[config.mk]
export PLATFORM = sky130hd
export DESIGN_NAME = vcs_regs
export DESIGN_NICKNAME = d
export VERILOG_FILES = /design/src/vcs_pkg.sv /design/src/vcs_regs.sv
export VERILOG_INCLUDE_DIRS = /design/src /design/src/src
export SDC_FILE = /design/constraint.sdc
export NUM_CORES = 1
export LEC_CHECK = 0
export ABC_AREA = 1
export ABC_CLOCK_PERIOD_IN_PS = 2000
export BUFFER_PORTS_ARGS = -buffer_cell sky130_fd_sc_hd__buf_4
export CAP_MARGIN = 20
export CORE_ASPECT_RATIO = 1.5
export CORE_MARGIN = 3
export CORE_UTILIZATION = 35
export CTS_CLUSTER_SIZE = 16
export DETAILED_ROUTE_END_ITERATION = 8
export PLACE_DENSITY = 0.64
export SLEW_MARGIN = 5
export SYNTH_ARGS = -nofsm -noshare
export SYNTH_HDL_FRONTEND = slang
export SYNTH_SLANG_ARGS = --single-unit
[constraint.sdc]
create_clock -name core_clk -period 2 [get_ports core_clk]
set_input_delay 0.2 -clock core_clk [delete_from_list [all_inputs] [get_ports core_clk]]
set_output_delay 0.2 -clock core_clk [all_outputs]
set_load 0.01 [all_outputs]
[src/vcs_cfg.svh]
// offsets, field positions, reset values and counts of the status block
`ifndef VCS_CFG_SVH
`define VCS_CFG_SVH

`define VCS_WIN_BITS      12
`define VCS_OFF_STATUS    12'h000
`define VCS_OFF_CROP_EVEN 12'h00c
`define VCS_OFF_CROP_ODD  12'h08c

`define VCS_STATUS_RST    8'h00
`define VCS_CROP_RST      8'h12

`define VCS_BIT_PRESENT   7
`define VCS_BIT_HLOCK     6
`define VCS_BIT_FIELD     5
`define VCS_BIT_LINE_FORMAT_FLAG      4
`define VCS_BIT_RSVD      3
`define VCS_BIT_PLL       2
`define VCS_BIT_LUMA      1
`define VCS_BIT_CHROMA    0

`define VCS_LOST_LINES    5'h1f
`define VCS_LOCK_LINES    6'h20
`define VCS_FMT_FIELDS    6'h20

`endif

[src/vcs_pkg.sv]
// types shared by the status and local register block
package vcs_pkg;

  // one decoded memory target access on the pci clock
  typedef struct packed {
    logic        valid;
    logic        write;
    logic [31:2] addr;
    logic [3:0]  be_n;
    logic [31:0] wdata;
  } vcs_req_t;

  // status lines from the video decoder side, not on core_clk
  typedef struct packed {
    logic line_tgl;
    logic field_tgl;
    logic sync_ok;
    logic hs_ok;
    logic field_even;
    logic lines_625;
    logic pll_unlock;
    logic luma_ovf;
    logic chroma_ovf;
  } vcs_vid_t;

  typedef struct packed {
    vcs_vid_t    meta;
    vcs_vid_t    sync;
    vcs_vid_t    prev;
    logic [4:0]  miss_cnt;
    logic [5:0]  lock_cnt;
    logic [5:0]  fmt_cnt;
    logic        present;
    logic        hlock;
    logic        line_format_flag;
    logic        luma;
    logic        chroma;
    logic [7:0]  crop_even;
    logic [7:0]  crop_odd;
    logic [7:0]  crop_active;
    logic [7:0]  status;
    logic        ack;
    logic [31:0] rdata;
  } vcs_state_t;

endpackage : vcs_pkg

[src/vcs_regs.sv]
// local register access path and device status register
//
// How it works
// one 4 kB window, one dword per register
// accesses taken at any time, no precondition
// register chosen by AD[11:2] alone, byte enables only gate lane 0
// offsets are 12 bits above the base
// any byte enable mix is accepted
// register data moves on lane 0 only
// upper lanes read back as zero
// byte registers sit four bytes apart
// unused addresses reserved, read zero here
// field registers keep even and odd copies
// status at 0x000, eight bits, resets 0x00
// overflow flags sticky, others show live status
// 31 sync-less lines clear video present
// 32 lines in window set horizontal lock
// 32 lines off window clear horizontal lock
// writes never touch horizontal lock
// bit 5 shows current field, 1 even
// line format flips after 32 fields disagreeing with it
// bit 2 high while pll out of lock
// software polls and clears pll flag first; here a status write leaves bit 2 alone, it follows pll_unlock
// luma overflow sticky, write or reset clears
// chroma overflow sticky, write or reset clears
// even and odd copies 0x80 bytes apart
// sync seen sets present, bit 3 zero
`timescale 1ns/1ns
`include "vcs_cfg.svh"

module vcs_regs (
  input  wire logic                core_clk,
  input  wire logic                resetn,
  input  wire logic [31:12]        mem_base,
  input  wire vcs_pkg::vcs_req_t   req,
  input  wire vcs_pkg::vcs_vid_t   vid,
  output logic                     ack,
  output logic [31:0]              rdata,
  output logic [7:0]               device_status,
  output logic [7:0]               crop_active
);
  import vcs_pkg::*;

  vcs_state_t st_r;
  vcs_state_t st_nxt;

  logic                      hit;
  logic                      wr_lane0;
  logic [`VCS_WIN_BITS-1:0]  off;
  logic                      line_edge;
  logic                      field_edge;
  logic                      wr_status;

  // window match on the relocatable base, offset from AD[11:2]
  assign hit        = req.valid && (req.addr[31:12] == mem_base);
  assign off        = {req.addr[11:2], 2'b00};
  assign wr_lane0   = hit && req.write && !req.be_n[0];
  assign wr_status  = wr_lane0 && (off == `VCS_OFF_STATUS);
  assign line_edge  = st_r.sync.line_tgl ^ st_r.prev.line_tgl;
  assign field_edge = st_r.sync.field_tgl ^ st_r.prev.field_tgl;

  always_comb begin
    logic [4:0] miss_inc;
    logic [5:0] lock_inc;
    logic [5:0] fmt_inc;
    logic [7:0] rd_byte;
    st_nxt   = st_r;
    miss_inc = 5'h00;
    lock_inc = 6'h00;
    fmt_inc  = 6'h00;
    rd_byte  = 8'h00;

    // decoder status crosses in through two flops
    st_nxt.meta = vid;
    st_nxt.sync = st_r.meta;
    st_nxt.prev = st_r.sync;

    // video presence
    if (line_edge) begin
      if (st_r.sync.sync_ok) begin
        st_nxt.miss_cnt = 5'h00;
        st_nxt.present  = 1'b1;
      end else begin
        miss_inc = (st_r.miss_cnt == `VCS_LOST_LINES) ?
                   st_r.miss_cnt : st_r.miss_cnt + 5'h01;
        st_nxt.miss_cnt = miss_inc;
        if (miss_inc == `VCS_LOST_LINES) begin
          st_nxt.present = 1'b0;
        end
      end
    end

    // horizontal lock: a run of lines disagreeing with the flag flips it;
    // any agreeing line restarts the run, so the run must be unbroken
    if (line_edge) begin
      if (st_r.sync.hs_ok == st_r.hlock) begin
        st_nxt.lock_cnt = 6'h00;
      end else begin
        lock_inc = st_r.lock_cnt + 6'h01;
        if (lock_inc == `VCS_LOCK_LINES) begin
          st_nxt.hlock    = ~st_r.hlock;
          st_nxt.lock_cnt = 6'h00;
        end else begin
          st_nxt.lock_cnt = lock_inc;
        end
      end
    end

    // line format, same scheme counted per field
    if (field_edge) begin
      if (st_r.sync.lines_625 == st_r.line_format_flag) begin
        st_nxt.fmt_cnt = 6'h00;
      end else begin
        fmt_inc = st_r.fmt_cnt + 6'h01;
        if (fmt_inc == `VCS_FMT_FIELDS) begin
          st_nxt.line_format_flag    = ~st_r.line_format_flag;
          st_nxt.fmt_cnt = 6'h00;
        end else begin
          st_nxt.fmt_cnt = fmt_inc;
        end
      end
    end

    // sticky overflows: any lane 0 write to the status register clears,
    // an overflow in the same cycle wins over the clear
    if (wr_status) begin
      st_nxt.luma   = 1'b0;
      st_nxt.chroma = 1'b0;
    end
    if (st_r.sync.luma_ovf) begin
      st_nxt.luma = 1'b1;
    end
    if (st_r.sync.chroma_ovf) begin
      st_nxt.chroma = 1'b1;
    end

    // status image; hlock, present, field, format, pll are not writable
    st_nxt.status                  = `VCS_STATUS_RST;
    st_nxt.status[`VCS_BIT_PRESENT] = st_r.present;
    st_nxt.status[`VCS_BIT_HLOCK]  = st_r.hlock;
    st_nxt.status[`VCS_BIT_FIELD]  = st_r.sync.field_even;
    st_nxt.status[`VCS_BIT_LINE_FORMAT_FLAG]   = st_r.line_format_flag;
    st_nxt.status[`VCS_BIT_RSVD]   = 1'b0;
    st_nxt.status[`VCS_BIT_PLL]    = st_r.sync.pll_unlock;
    st_nxt.status[`VCS_BIT_LUMA]   = st_r.luma;
    st_nxt.status[`VCS_BIT_CHROMA] = st_r.chroma;

    // field-dependent copies, 0x80 apart, switched by the field bit
    if (wr_lane0 && off == `VCS_OFF_CROP_EVEN) begin
      st_nxt.crop_even = req.wdata[7:0];
    end
    if (wr_lane0 && off == `VCS_OFF_CROP_ODD) begin
      st_nxt.crop_odd = req.wdata[7:0];
    end
    st_nxt.crop_active = st_r.sync.field_even ?
                         st_r.crop_even : st_r.crop_odd;

    // answer every hit one cycle later, busy or not
    st_nxt.ack = hit;
    case (off)
      `VCS_OFF_STATUS:    rd_byte = st_r.status;
      `VCS_OFF_CROP_EVEN: rd_byte = st_r.crop_even;
      `VCS_OFF_CROP_ODD:  rd_byte = st_r.crop_odd;
      default:            rd_byte = 8'h00;
    endcase
    // a disabled lane 0 reads zero too, keeping the bus quiet
    st_nxt.rdata = 32'h0000_0000;
    if (hit && !req.write && !req.be_n[0]) begin
      st_nxt.rdata = {24'h00_0000, rd_byte};
    end
  end

  always_ff @(posedge core_clk or negedge resetn) begin
    if (!resetn) begin
      st_r           <= '0;
      st_r.status    <= `VCS_STATUS_RST;
      st_r.crop_even <= `VCS_CROP_RST;
      st_r.crop_odd  <= `VCS_CROP_RST;
      st_r.crop_active <= `VCS_CROP_RST;
    end else begin
      st_r <= st_nxt;
    end
  end

  assign ack           = st_r.ack;
  assign rdata         = st_r.rdata;
  assign device_status = st_r.status;
  assign crop_active   = st_r.crop_active;
endmodule : vcs_regs
# After elaboration in Yosys (flattened, before gate mapping)
# Index checks and enable logic that the tools add are counted.
# totals
reg_bits	106
inputBits	99
# classes
add_sub_neg	3
eq_ne	9
n_mux	14
n_bitwise	6
reduce_logical	17
# op_table
op	n
two-way mux 6 bit	4
case mux 8 bit (3 select lines)	1
equality test 20 bit	1
two-way mux 8 bit	2
adder 6 x 1 -> 6 bit (second input constant)	2
equality test 6 bit (second input constant)	2
logical NOT 12 bit	1
equality test 10 x 2 -> 1 bit (second input constant)	1
equality test 10 x 6 -> 1 bit (second input constant)	1
equality test 5 bit (second input constant)	2
two-way mux 5 bit	2
logical AND 1 bit	8
AND reduction 3 bit	2
nonzero test 2 bit	3
adder 5 x 1 -> 5 bit (second input constant)	1
two-way mux 1 bit	4
NOT 1 bit	4
equality test 1 bit	2
logical NOT 1 bit	2
two-way mux 2 bit	1
AND reduction 2 bit	1
bitwise XOR 1 bit	2

# Longest topological paths before layout
# Gate-level depths: netlist of the first run.
# logic_depth
depth_word	7
mapped_depth	11
mapped_depth_nobuf	11

# Least setup slack after synthesis of the first run
# Ideal clock, no wire load.
# synth_path
kind	flip-flop to flip-flop
start	reg st_r[76] (netlist bit)
end	reg st_r, in the netlist st_nxt[39]
setup_ns	0.123
arrival_time_ns	1.286
setup_slack_ns	0.591
path_stages_with_launch	10
n_path_buf	0
synth_period_minus_slack_ns	1.409
cell_sequence	dfrtp_1 ha_1 nand2_1 inv_1 nand2_1 xor2_1 inv_1 nor2_1 nand3_1 xnor2_1
# synth_via
elab_chain_cells	3
# synth_rtl
element	line_no	rtl
start: declaration	vcs_regs.sv:44	vcs_state_t st_r;
start signal: assignment	vcs_regs.sv:181	st_r <= st_nxt;
adder 6 x 1 -> 6 bit	vcs_regs.sv:99	lock_inc = st_r.lock_cnt + 6'h01;
equality test 6 bit (no line)	-	
AND reduction 3 bit (no line)	-	
# No other way between the ends.
# A chain may end at the register's enable or synchronous reset.

# Worst setup path after layout of the first run
# layout_path
start	reg st_r[95] (netlist bit)
end	reg st_r, in the netlist st_nxt[39]
# layout_via
elab_chain_cells	2
# layout_rtl
element	line_no	rtl
bitwise XOR 1 bit	vcs_regs.sv:59	assign line_edge = st_r.sync.line_tgl ^ st_r.prev.line_tgl;
AND reduction 3 bit (no line)	-	
# No other way between the ends.

==> results of run 1 <==
==> flip-flops by register name, indices dropped and copies added (netlist names) <==
register       flops
st_r              35
st_nxt            23
crop_active        8
rdata              8
device_status      7
ack                1
==> layout make-up <==
type	instances	area (µm²)	area share (%)
Clock buffer	9	225	4.15
Sequential cell	82	2060	37.9
Tap cell	153	191	3.53
Clock inverter	7	105	1.94
Multi-Input combinational cell	362	1700	31.4
Timing Repair Buffer	108	848	15.6
Inverter	79	297	5.46
==> per-layer routing <==
layer	up-vias	wire [µm]	global-route usage, %
met5	-	0	0
met4	0	144	4.81
met3	12	675	3.96
met2	99	5150	26.2
met1	1642	3990	16.2
li1	1795	-	-
==> cells in the mapped netlist <==
master    number  area [µm²]
nor2_2         2        12.5
a21boi_0       1        7.51
nand2_1      178         668
dfrtp_1       76        1900
nand3b_1       1        7.51
clkbuf_1       1        3.75
buf_4         50         375
inv_1         78         293
nand4_1        2        12.5
o22ai_1        8        50.1
o31ai_1        2        15.0
nor3_4         1        16.3
nand3_2        2        20.0
or2_2          5        31.3
a21oi_1       10        50.1
nor3_1         2        10.0
nand4_2        2        25.0
nor2_1        47         176
mux2_2         5        56.3
nor2_4         3        33.8
inv_2          1        3.75
buf_6          1        11.3
dfstp_2        6         158
xor2_1         9        78.8
conb_1         1        3.75
xnor2_1        4        35.0
o21ai_0       14        70.1
and3_1         1        6.26
nand3_1       33         165
ha_1           3        37.5
and2_1         1        6.26
xnor2_2        1        16.3
==> cell usage in the layout, fill, tap and decap left out, types with 10 or more instances in the layout <==
| cell | count |
|---|---|
| buf_4 | 97 |
| nand3_1 | 33 |
| conb_1 | 25 |
| dfrtp_1 | 76 |
| dlygate4sd3_1 | 10 |
| nand2_1 | 178 |
| nor2_1 | 47 |
| a21oi_1 | 10 |
| o21ai_0 | 14 |
| inv_1 | 78 |
==> through the flow <==
stage | util (%) | hold WS [ps] | total power [W] | setup slack (ps) | instances
2_1_floorplan | - | -95.6 | 0.00205 | 591 | 575
3_3_place_gp | 41.4 | 262 | 0.00222 | 300 | 774
3_5_place_dp | 41.4 | 264 | 0.00223 | 236 | 774
4_1_cts | 44.9 | 87.0 | 0.00408 | 362 | 800
5_1_grt | 44.9 | 97.2 | 0.00421 | 176 | 800
6_report | 44.9 | 96.2 | 0.00403 | 415 | 800
==> power by group through the flow <==
stage          clock network (W)  logic, W  registers [W]
2_1_floorplan                  0  0.000270        0.00178
3_3_place_gp                   0  0.000430        0.00179
3_5_place_dp                   0  0.000441        0.00179
4_1_cts                  0.00186  0.000460        0.00176
5_1_grt                  0.00192  0.000522        0.00177
6_report                 0.00181  0.000454        0.00176
==> what timing repair did <==
| item | 4_1_cts | 5_1_grt |
|---|---|---|
| hold endpoints to repair | 51 | 0 |
| hold buffers | 10 | 0 |
| gates resized for setup | 0 | 0 |
| endpoints found under the setup margin | 0 | 0 |
==> logic make-up after synthesis <==
kind of cell,count (synthesis)
AO/OA/AOI/OAI,35
XOR/XNOR,14
adder cells (fa/ha/maj),3
buffers and inverters,131
flip-flops,82
multiplexers,5
other,1
AND/OR/NAND/NOR,280
==> worst paths after layout <==
path                            start          to  slack [ps]  cells past startpoint
max                          st_r[95]  st_nxt[39]         410                      6
min                            req[1]    st_r[58]         100                      3
max reg2reg                  st_r[95]  st_nxt[39]         410                      6
min reg2reg                st_nxt[98]  st_nxt[35]         350                      0
max in group asynchronous      resetn  st_nxt[98]         970                      3
min in group asynchronous      resetn    st_r[54]         420                      2
==> critical path: stages, from the launching register on <==
cell     delay (ps)
dfrtp_1         400
xnor2_2         390
inv_1           220
nand2_1         180
inv_1           100
nand3_1         110
xnor2_1         110
==> metrics.md, run 1 <==
| Metric | Value |
|---|---|
| Status | complete, no violations |
| Die X | ~97 µm |
| CTS root buffer | clkbuf_16 |
| Distinct cells, synth | 32 |
| Hold Crit Class | in2reg |
| # setup viols final | 0 |
| Leak | 2.95 nW |
| Synth Instances | 551 |
| Longest Clk Path Bufs | 2 |
| Top Ports | 148 |
| Synth Area per Inst | 7.91 µm² |
| Total CTS buffers | 9 |
| Total track usage | between 10% and 20% |
| Post-Syn Area | 4360 µm² |
| Seq/Total Area, Yosys | roughly 47% |
| Max frequency | 0.631 GHz |
| Synth Area in Simple Gates | 27.3% |
| Synth Area in Compound Gates | between 4 and 5% |
| CTS tree | built |
| Total routed wirelength | roughly 10 mm |
| Final Hold Vio Count | 0 |
| Cell area after layout | ~5400 µm² |
| Layout cell share with drive strength beyond 1 | 21.9% |
| Combinational power share | a little under an eighth |
| Vias | about 3500 |
| Core Area | 12100 µm² |
| Synth-to-Final Area Change | 24.5% |
| Synth Register Bits | 82 |
| Max cap viols | 0 |
| Worst setup EP type | register |
| Crit share post-route | 79.3% |
| Initial DRC Count | roughly 180 |
| Sequential Power Share | 43.8% |
| Ant diodes | 0 |
| HPWL reported at the end of detailed placement | ~7.7 mm |
| Worst-path clk slew | 70 ps |
| Row count | 49 |
| Largest net degree at the start of global routing | 50 |
| Critical Path Start Type | register |
| Starting density of the core | 36.1% |
| Detail Route Antenna Nets | 0 |
| NumNets Final | 744 |
| Routed WL per cell | approximately 12 µm |
| Transition time of the tightest slew-check pin | 631 ps |
| CP arrival | 1840 ps |
| Unrepaired setup endpoints after global routing | no |
| Critical path class | reg2reg |
| Crit Path Max Fanout | 9 |
| Clk_lat worst skew | ~340 ps |
| Fraction of synthesized area in multiplexers | 1.29% |
| Switching Share | 24.7% |
| Filler cell count | roughly 1200 |
| PortBufs | 95 |
| Die footprint | between 10000 and 15000 µm² |
| NetSw | 0.000995 W |
| CTS sink cnt | 82 |
| Crit path required time | roughly 2300 ps |
| XOR/XNOR Fraction of Synth Area | 2.99% |
| Adder-Cell Fraction of Synth Area | 0.861% |
| Setup TNS | 0 ps |
| First-pass DRT Iterations | 6 |
| Avg Vias per Cell | between 4 and 5 |
| Post CTS Setup Buffer Count | 0 |
| Max_slew headroom | between 50% and 60% |
| Largest family of logic cells by synthesized area | simple AND/OR/NAND/NOR gates |
| Die height | 143 µm |
| Number of global-route vias before repair | 3440 |
| Max-slew violation count | 0 |
| First-pass GRT wire length | 16.1 mm |
| DRC Markers | 0 |
| H-tree levels | 3 |
| Int Pwr | 0.00304 W |
| DP Area | around 5000 µm² |
| Total gr overflow | 0 |
| Peak supply drop | 0.741 mV |
| Clock network power share | 45.0% |
| Pwr dens | 743 nW/µm² |
| Final min period | ~1600 ps |
| Layout Skew | 7.13 ps |
| GP Congestion | about 0.85 |
| Yosys warnings | 0 |
| Initial antenna violation count | 0 |
Power figures use the tool's default switching activity.
==> inputs of run 2 (changes only) <==
--- a/config.mk
+++ b/config.mk
@@ -6,8 +6,8 @@
 export SDC_FILE = /design/constraint.sdc
 export NUM_CORES = 1
 export LEC_CHECK = 0
-export ABC_AREA = 1
-export ABC_CLOCK_PERIOD_IN_PS = 2000
+export ABC_AREA = 0
+export ABC_CLOCK_PERIOD_IN_PS = 1400
 export BUFFER_PORTS_ARGS = -buffer_cell sky130_fd_sc_hd__buf_4
 export CAP_MARGIN = 20
 export CORE_ASPECT_RATIO = 1.5
@@ -15,7 +15,7 @@
 export CORE_UTILIZATION = 35
 export CTS_CLUSTER_SIZE = 16
 export DETAILED_ROUTE_END_ITERATION = 8
-export PLACE_DENSITY = 0.64
+export PLACE_DENSITY = 0.68
 export SLEW_MARGIN = 5
 export SYNTH_ARGS = -nofsm -noshare
 export SYNTH_HDL_FRONTEND = slang
==> constraint.sdc (replaced) <==
create_clock -name core_clk -period 1.4 [get_ports core_clk]
set_input_delay 0.14 -clock core_clk [delete_from_list [all_inputs] [get_ports core_clk]]
set_output_delay 0.14 -clock core_clk [all_outputs]
set_load 0.01 [all_outputs]
==> run 2 against run 1 <==
  * The run now ends with negative setup slack left
  * Utilization rose by 6.0 points
  * Final cell count fell by 25%
  * Sequential power rose by 44%
  * Routed wire length fell by 14%
  * Sequential share of layout area barely moved
  * Worst hold slack got worse by 53 ps
  * Non-clock buffer count rose by 29
  * Largest power group is now registers
  * Combinational power rose by 58%
  * Critical path depth rose by 1
  * Power rose by 34%
==> metrics.md, run 2 <==
| Metric | Value |
|---|---|
| Vias | 2763 (-22%) |
| Yosys top cell by area | dfrtp_1 |
| Sequential Power Share | 46.8% (+3.0 points) |
| Hold Crit Class | in2reg |
| Layout cell share with drive strength beyond 1 | 46.2% (+24 points) |
| Total routed wirelength | 8.58 mm (-14%) |
| Avg Vias per Cell | 4.58 (+3.3%) |
| Synth Area per Inst | 11.5 µm² (+45%) |
| First-pass DRT Iterations | 4 (-2) |
| Crit share post-route | 121% |
| CTS root buffer | clkbuf_16 |
| Initial antenna violation count | 0 (unchanged) |
| Reg2reg setup slack | -90 ps (-500 ps) |
| Starting density of the core | 36.1% (about the same) |
| Crit Path Max Fanout | 8 (-1) |
| Die X | 91.5 µm (-5.8%) |
| Max-slew violation count | 0 (unchanged) |
| Synth Register Bits | 82 (unchanged) |
| Place WS | -762 ps (-998 ps) |
| Top_reg_cell synth | dfrtp_1 |
| Initial DRC Count | 135 (-27%) |
| Core Area | 10600 µm² (-12%) |
| FF-to-FF path depth | 5 (-1) |
| NumNets Final | 556 (-25%) |
| Critical path class | in2reg |
| # setup viols final | 27 (+27) |
| NetSw | 0.00135 W (+35%) |
| Total track usage | 14.3% (-0.038 points) |
| Layout Skew | 7.74 ps (+0.608 ps) |
| Crit path from | req[43] |
| Pwr dens | 997 nW/µm² (+34%) |
| Top cells by count, synth | 76 x dfrtp_1, 48 x buf_4, 26 x mux2_2, 24 x nor2_1, 21 x nand2_1 |
| Failing checks | negative setup slack |
| GR Layer Usage met2 | 24.9% (-1.3 points) |
| Max cap viols | 0 (unchanged) |
| Most common cell after layout, fill and taps aside | buf_4 |
| EDFF count, synth | 0 (unchanged) |
| CTS tree | built |
| Distinct cells, synth | 43 (+34%) |
| Longest Clk Path Bufs | 2 (unchanged) |
| Final min period | 1690 ps |
| Total CTS buffers | 9 (unchanged) |
| Worst setup EP type | register |
| Crit path to | st_r[62] |
| CP arrival | 1910 ps (+70 ps) |
| PortBufs | 95 (unchanged) |
| Detail Route Antenna Nets | 0 (unchanged) |
| Switching Share | 24.9% (+0.21 points) |
| Top Ports | 148 (unchanged) |
| Combinational power share | 13.3% (+2.0 points) |
| Status | finished with violations |
| Routed WL per cell | 14.2 µm (+14%) |
| Final Hold Vio Count | 0 (unchanged) |
| RR Endpoint | st_nxt[39] |
| Critical Path Start Type | primary input |
| Worst R2R Start | st_r[77] |
| Clk_lat worst skew | 330 ps (about the same) |
| Total gr overflow | 0 (unchanged) |
| Die footprint | 12300 µm² (-11%) |
| Unrepaired setup endpoints after global routing | yes |
| Synth Instances | 335 (-39%) |
| Count leader, synth | dfrtp_1 |
| Die height | 134 µm (-5.9%) |
| Top-area cell type share of the netlist area | 49.5% (+5.9 points) |
| Most frequent cells in the layout | 113 x buf_4, 75 x dfrtp_1, 25 x conb_1 |
| Post-route worst setup slack | -290 ps (-705 ps) |
| Peak supply drop | 0.620 mV (-16%) |
| Clock network power share | 39.9% (-5.1 points) |
| GR peak layer | met2 |
| Post-Syn Area | 3840 µm² (-12%) |
| Met1 usage in global routing | 16.1% (about the same) |
| CTS sink cnt | 82 (unchanged) |
| Synth-to-Final Area Change | 41.4% |
| First-pass GRT wire length | 13.8 mm (-14%) |
| Int Pwr | 0.00407 W (+34%) |
| DP Area | 4770 µm² (-4.6%) |
| HPWL reported at the end of detailed placement | 6.19 mm (-19%) |
| H-tree levels | 3 (unchanged) |
| Number of global-route vias before repair | 2867 (-17%) |
| Crit path required time | 1620 ps (-640 ps) |
| Yosys warnings | 0 (unchanged) |
| Max FFs per register | 35 (unchanged) |
| Worst-path clk slew | 60 ps (about the same) |
| Largest net degree at the start of global routing | 32 (-36%) |
| Global Route met3 Usage | 4.04% (+0.081 points) |
| DRC Markers | 0 (unchanged) |
| Ranking of synthesized cells by area | dfrtp_1 50%, buf_4 9.4%, mux2_2 7.6%, dfstp_2 4.1%, xnor2_1 3.4% |
| Overall Power | 0.00541 W (+34%) |
| Number of stages on the worst hold path | 2 (-1) |
| Row count | 46 (-6.1%) |
| Max frequency | 0.592 GHz |
| Leak | 2.56 nW (-13%) |
| Seq/Total Area, Yosys | 53.7% (+6.4 points) |
| Cell area after layout | 5430 µm² (about the same) |
| Ant diodes | 0 (unchanged) |
| Largest Register | st_r |
| Ys async rst share | 100% (unchanged) |
| GP Congestion | 0.823 (-3.1%) |
-- run 2: cell types whose count changed after synthesis, moves of 4 or more --
cell	before	now
xor2_1	9	14
mux2i_1	0	7
a21oi_1	10	17
inv_1	78	2
o22ai_1	8	0
mux2_2	5	26
nand3_1	33	7
nor2_1	47	24
xnor2_1	4	15
nand2_1	178	21
nor3_1	2	6
-- run 2: how the worst min path moves through the flow --
stage	start	end	slack, ps
finish	req[6]	st_r[55]	40
global placement	resetn	st_nxt[99]	90
global route	req[6]	st_r[55]	40
floorplan	resetn	ack	-160
CTS	req[6]	st_r[55]	30
detailed placement	resetn	st_nxt[90]	90
-- run 2: cell families (layout without fill, tap and decap cells) --
family          count (synthesis)  after routing  synth area share [%]
simple gates                   85             85                  12.0
other cells                     1             25                0.0977
mux                            33             33                  9.45
fa+ha+maj                       3              3                 0.978
flops                          82             82                  53.7
buf+inv                        55            155                  10.1
compound gates                 47             47                  7.11
xor+xnor                       29             29                  6.62
-- run 2: routing by layer --
| layer | vias up | wire length [µm] |
|---|---|---|
| met5 | - | 0 |
| met4 | 0 | 159 |
| met3 | 16 | 524 |
| met2 | 90 | 4650 |
| met1 | 1326 | 3250 |
| li1 | 1331 | - |
-- run 2: through the flow --
step | TNS (ps) | utilization, % | hold WS (ps) | cells
floorplan | -11550 | - | -156 | 359
global placement | -17150 | 44.8 | 86.3 | 574
detailed placement | -18290 | 44.8 | 93.0 | 574
CTS | -5330 | 50.0 | 32.1 | 601
global route | -7710 | 51.0 | 36.3 | 603
finish | -5640 | 51.0 | 43.2 | 603
-- run 2: what timing repair did --
item | in CTS | in global routing
resized for setup | 40 | 22
buffers inserted | 3 | 2
pin swaps | 11 | 11
cloned | 0 | 0
hold endpoints to repair | 33 | 0
endpoints found under the setup margin | 29 | 37
hold buffers | 10 | 0
-- run 2: area by class of cell --
class / count / area, µm²
flip-flops and latches: 82 / 2060
repair buffers: 137 / 1140
fillers: 938 / 5220
clock buffers: 9 / 225
clock inverters: 7 / 53.8
inverters: 2 / 7.51
multi-input cells: 222 / 1760
well taps: 144 / 180
-- run 2: power by group through the flow --
stage / combinational [W] / clock [W] / sequential, W
after floorplan: 0.000329 / 0 / 0.00256
after global placement: 0.000630 / 0 / 0.00256
after detailed placement: 0.000653 / 0 / 0.00257
after CTS: 0.000699 / 0.00223 / 0.00252
after global routing: 0.000797 / 0.00232 / 0.00255
final: 0.000719 / 0.00216 / 0.00254
-- run 2: worst max-delay path, stage by stage --
cell	delay (ps)
buf_6	90
or4_4	530
nor4_4	170
nand3b_1	230
nor4_4	240
buf_12	180
mux2_2	320
==> inputs of run 3 (changes only) <==
--- a/config.mk
+++ b/config.mk
@@ -7,7 +7,7 @@
 export NUM_CORES = 1
 export LEC_CHECK = 0
 export ABC_AREA = 0
-export ABC_CLOCK_PERIOD_IN_PS = 1400
+export ABC_CLOCK_PERIOD_IN_PS = 1500
 export BUFFER_PORTS_ARGS = -buffer_cell sky130_fd_sc_hd__buf_4
 export CAP_MARGIN = 20
 export CORE_ASPECT_RATIO = 1.5
==> constraint.sdc (replaced) <==
create_clock -name core_clk -period 1.5 [get_ports core_clk]
set_input_delay 0.15 -clock core_clk [delete_from_list [all_inputs] [get_ports core_clk]]
set_output_delay 0.15 -clock core_clk [all_outputs]
set_load 0.01 [all_outputs]
==> run 3 against run 2 <==
  * The flow still finishes with violations (negative setup slack)
  * Critical endpoint is now st_r[63]
  * Register-to-register slack better by 90 ps
  * Sequential share of layout area rose by 0.84 points
  * Clock skew decreased by 3.6 ps
  * Final area fell by 2.2%
  * Non-clock buffer count down 3
  * Utilization is 1.1 points lower
  * Critical path type unchanged
  * Final cell count shrank 0.50%
  * Global-route usage decreased by 0.85 points
  * Worst setup slack gained 48 ps
  * Flip-flop and latch count did not move
==> metrics.md, run 3 (synthesis results as in run 2) <==
| Metric | Value |
|---|---|
| Status | finished with violations |
| Failing checks | negative setup slack |
| # setup viols final | 24 (-11%) |
| NumNets Final | 553 (-0.54%) |
| Final min period | ~1700 ps |
| Initial DRC Count | 81 (-40%) |
| Setup TNS | -3570 ps (+2070 ps) |
| Top Ports | 148 (unchanged) |
| Post-route worst setup slack | -243 ps (+47.6 ps) |
| Int Pwr | 0.00379 W (-6.7%) |
| Max cap viols | 0 (unchanged) |
| Critical path class | in2reg |
| Synth-to-Final Area Change | 38.3% |
| Ant diodes | 0 (unchanged) |
| First-pass GRT wire length | 13.1 mm (-4.8%) |
| CTS tree | built |
| Initial antenna violation count | 0 (unchanged) |
| Combinational power share | 13.0% (-0.3 points) |
| GP Congestion | 0.730 (-11%) |
| Switching Share | 24.7% (-0.20 points) |
| Clock network power share | 40.2% (+0.3 points) |
| Total routed wirelength | 8.15 mm (-5.1%) |
| Leak | 2.53 nW (-1.1%) |
| Crit share post-route | 116% |
| Hold Crit Class | in2reg |
| Crit Path Max Fanout | 8 (unchanged) |
| Die height | 134 µm (unchanged) |
| Largest net degree at the start of global routing | 37 (+16%) |
| Routed WL per cell | 13.6 µm (-4.6%) |
| Layout Skew | 4.15 ps (-3.59 ps) |
| Detail Route Antenna Nets | 0 (unchanged) |
| Total track usage | 13.5% (-0.85 points) |
| Sequential Power Share | 46.8% (about the same) |
| Die X | 91.5 µm (unchanged) |
| Largest Register | st_r |
| Longest Clk Path Bufs | 2 (unchanged) |
| CTS root buffer | clkbuf_16 |
| Final Hold Vio Count | 0 (unchanged) |
| Worst setup EP type | register |
| H-tree levels | 3 (unchanged) |
| Max frequency | 0.574 GHz |
| Reg2reg setup slack | 0 ps (+90 ps) |
| Most common cell after layout, fill and taps aside | buf_4 |
| Critical Path Start Type | primary input |
| DRC Markers | 0 (unchanged) |
| Layout cell share with drive strength beyond 1 | 44.7% (-1.5 points) |
| Row count | 46 (unchanged) |
| First-pass DRT Iterations | 4 (unchanged) |
| Peak supply drop | 0.603 mV (-2.7%) |
| Pwr dens | 949 nW/µm² (-4.8%) |
| Hold Slack | 60.8 ps (+17.6 ps) |
| Total CTS buffers | 9 (unchanged) |
| Total gr overflow | 0 (unchanged) |
| Most frequent cells in the layout | 110 x buf_4, 76 x dfrtp_1, 25 x conb_1 |
| HPWL reported at the end of detailed placement | 6.00 mm (-3.1%) |
| Unrepaired setup endpoints after global routing | yes |
| Crit path required time | 1710 ps (+90 ps) |
| Clk_lat worst skew | 330 ps (about the same) |
| CP arrival | 1950 ps (+40 ps) |
| NetSw | 0.00124 W (-7.7%) |
| CTS sink cnt | 82 (unchanged) |
| Die footprint | 12300 µm² (unchanged) |
| Avg Vias per Cell | 4.58 (about the same) |
| Max-slew violation count | 0 (unchanged) |
| Filler cell count | 962 (+2.6%) |
| Worst-path clk slew | 60 ps (about the same) |
| Core Area | 10600 µm² (unchanged) |
| Number of global-route vias before repair | 2816 (-1.8%) |
| Vias | 2747 (-0.58%) |
| PortBufs | 95 (unchanged) |
| Max FFs per register | 35 (unchanged) |
| Starting density of the core | 36.1% (unchanged) |
run 3: cell types whose count changed in the layout (fill, tap and decap cells not counted), sizes merged:
| cell | change |
|---|---|
| clkbuf | +1 |
| buf | -3 |
| clkinv | -3 |
| inv | +2 |
run 3: cell type report:
class,instances,area [µm²],share of cell area (%)
clock inverters,6,47.5,0.896
well taps,144,180,3.39
flip-flops and latches,82,2060,38.8
repair buffers,134,1100,20.7
inverters,2,7.51,0.141
multi-input cells,222,1680,31.7
clock buffers,10,229,4.31
run 3: stage by stage:
step	total power, W	worst slack (ps)	std cells	util (%)	instance area [µm²]
floorplan	0.00269	-468	359	-	3990
global placement	0.00297	-644	573	44.5	4730
detailed placement	0.00299	-667	573	44.5	4730
CTS	0.00507	-224	599	49.2	5240
global route	0.00528	-318	600	49.8	5310
finish	0.00504	-243	600	49.8	5310
run 3: power by group through the flow:
stage | clock [W] | sequential, W | combinational (W)
after floorplan | 0 | 0.00239 | 0.000306
after global placement | 0 | 0.00239 | 0.000579
after detailed placement | 0 | 0.00239 | 0.000593
after CTS | 0.00208 | 0.00236 | 0.000635
after global routing | 0.00218 | 0.00237 | 0.000731
final | 0.00203 | 0.00236 | 0.000654
run 3: final timing paths:
kind | depth (start not counted) | end | from
max in group asynchronous | 3 | rdata[3] | resetn
setup / recovery | 7 | st_r[63] | req[43]
hold / removal | 2 | st_r[50] | req[1]
min in group asynchronous | 2 | st_r[71] | resetn
hold reg to reg | 0 | st_nxt[90] | st_nxt[99]
setup reg to reg | 5 | st_nxt[39] | st_r[78]
run 3: layer usage:
layer,vias up,GRT usage [%],wire length [µm],part of all wire [%]
met5,-,0,0,0
met3,11,4.32,559,6.9
met1,1329,14.9,3140,39
li1,1321,-,-,-
met2,86,24.5,4350,53
met4,0,3.78,106,1.3
run 3: timing repair:
item	4_1_cts	5_1_grt
pin swaps	8	13
gates cloned	0	0
hold buffers	10	0
gates resized for setup	31	16
endpoints found under the setup margin	27	31
endpoints found under the hold margin	36	0
setup buffers	2	2
run 3: critical path, stage by stage:
cell	delay, ps
buf_6	90
or4_4	540
nor4_4	160
nand3b_1	240
nor4_4	270
buf_12	180
mux2_2	320
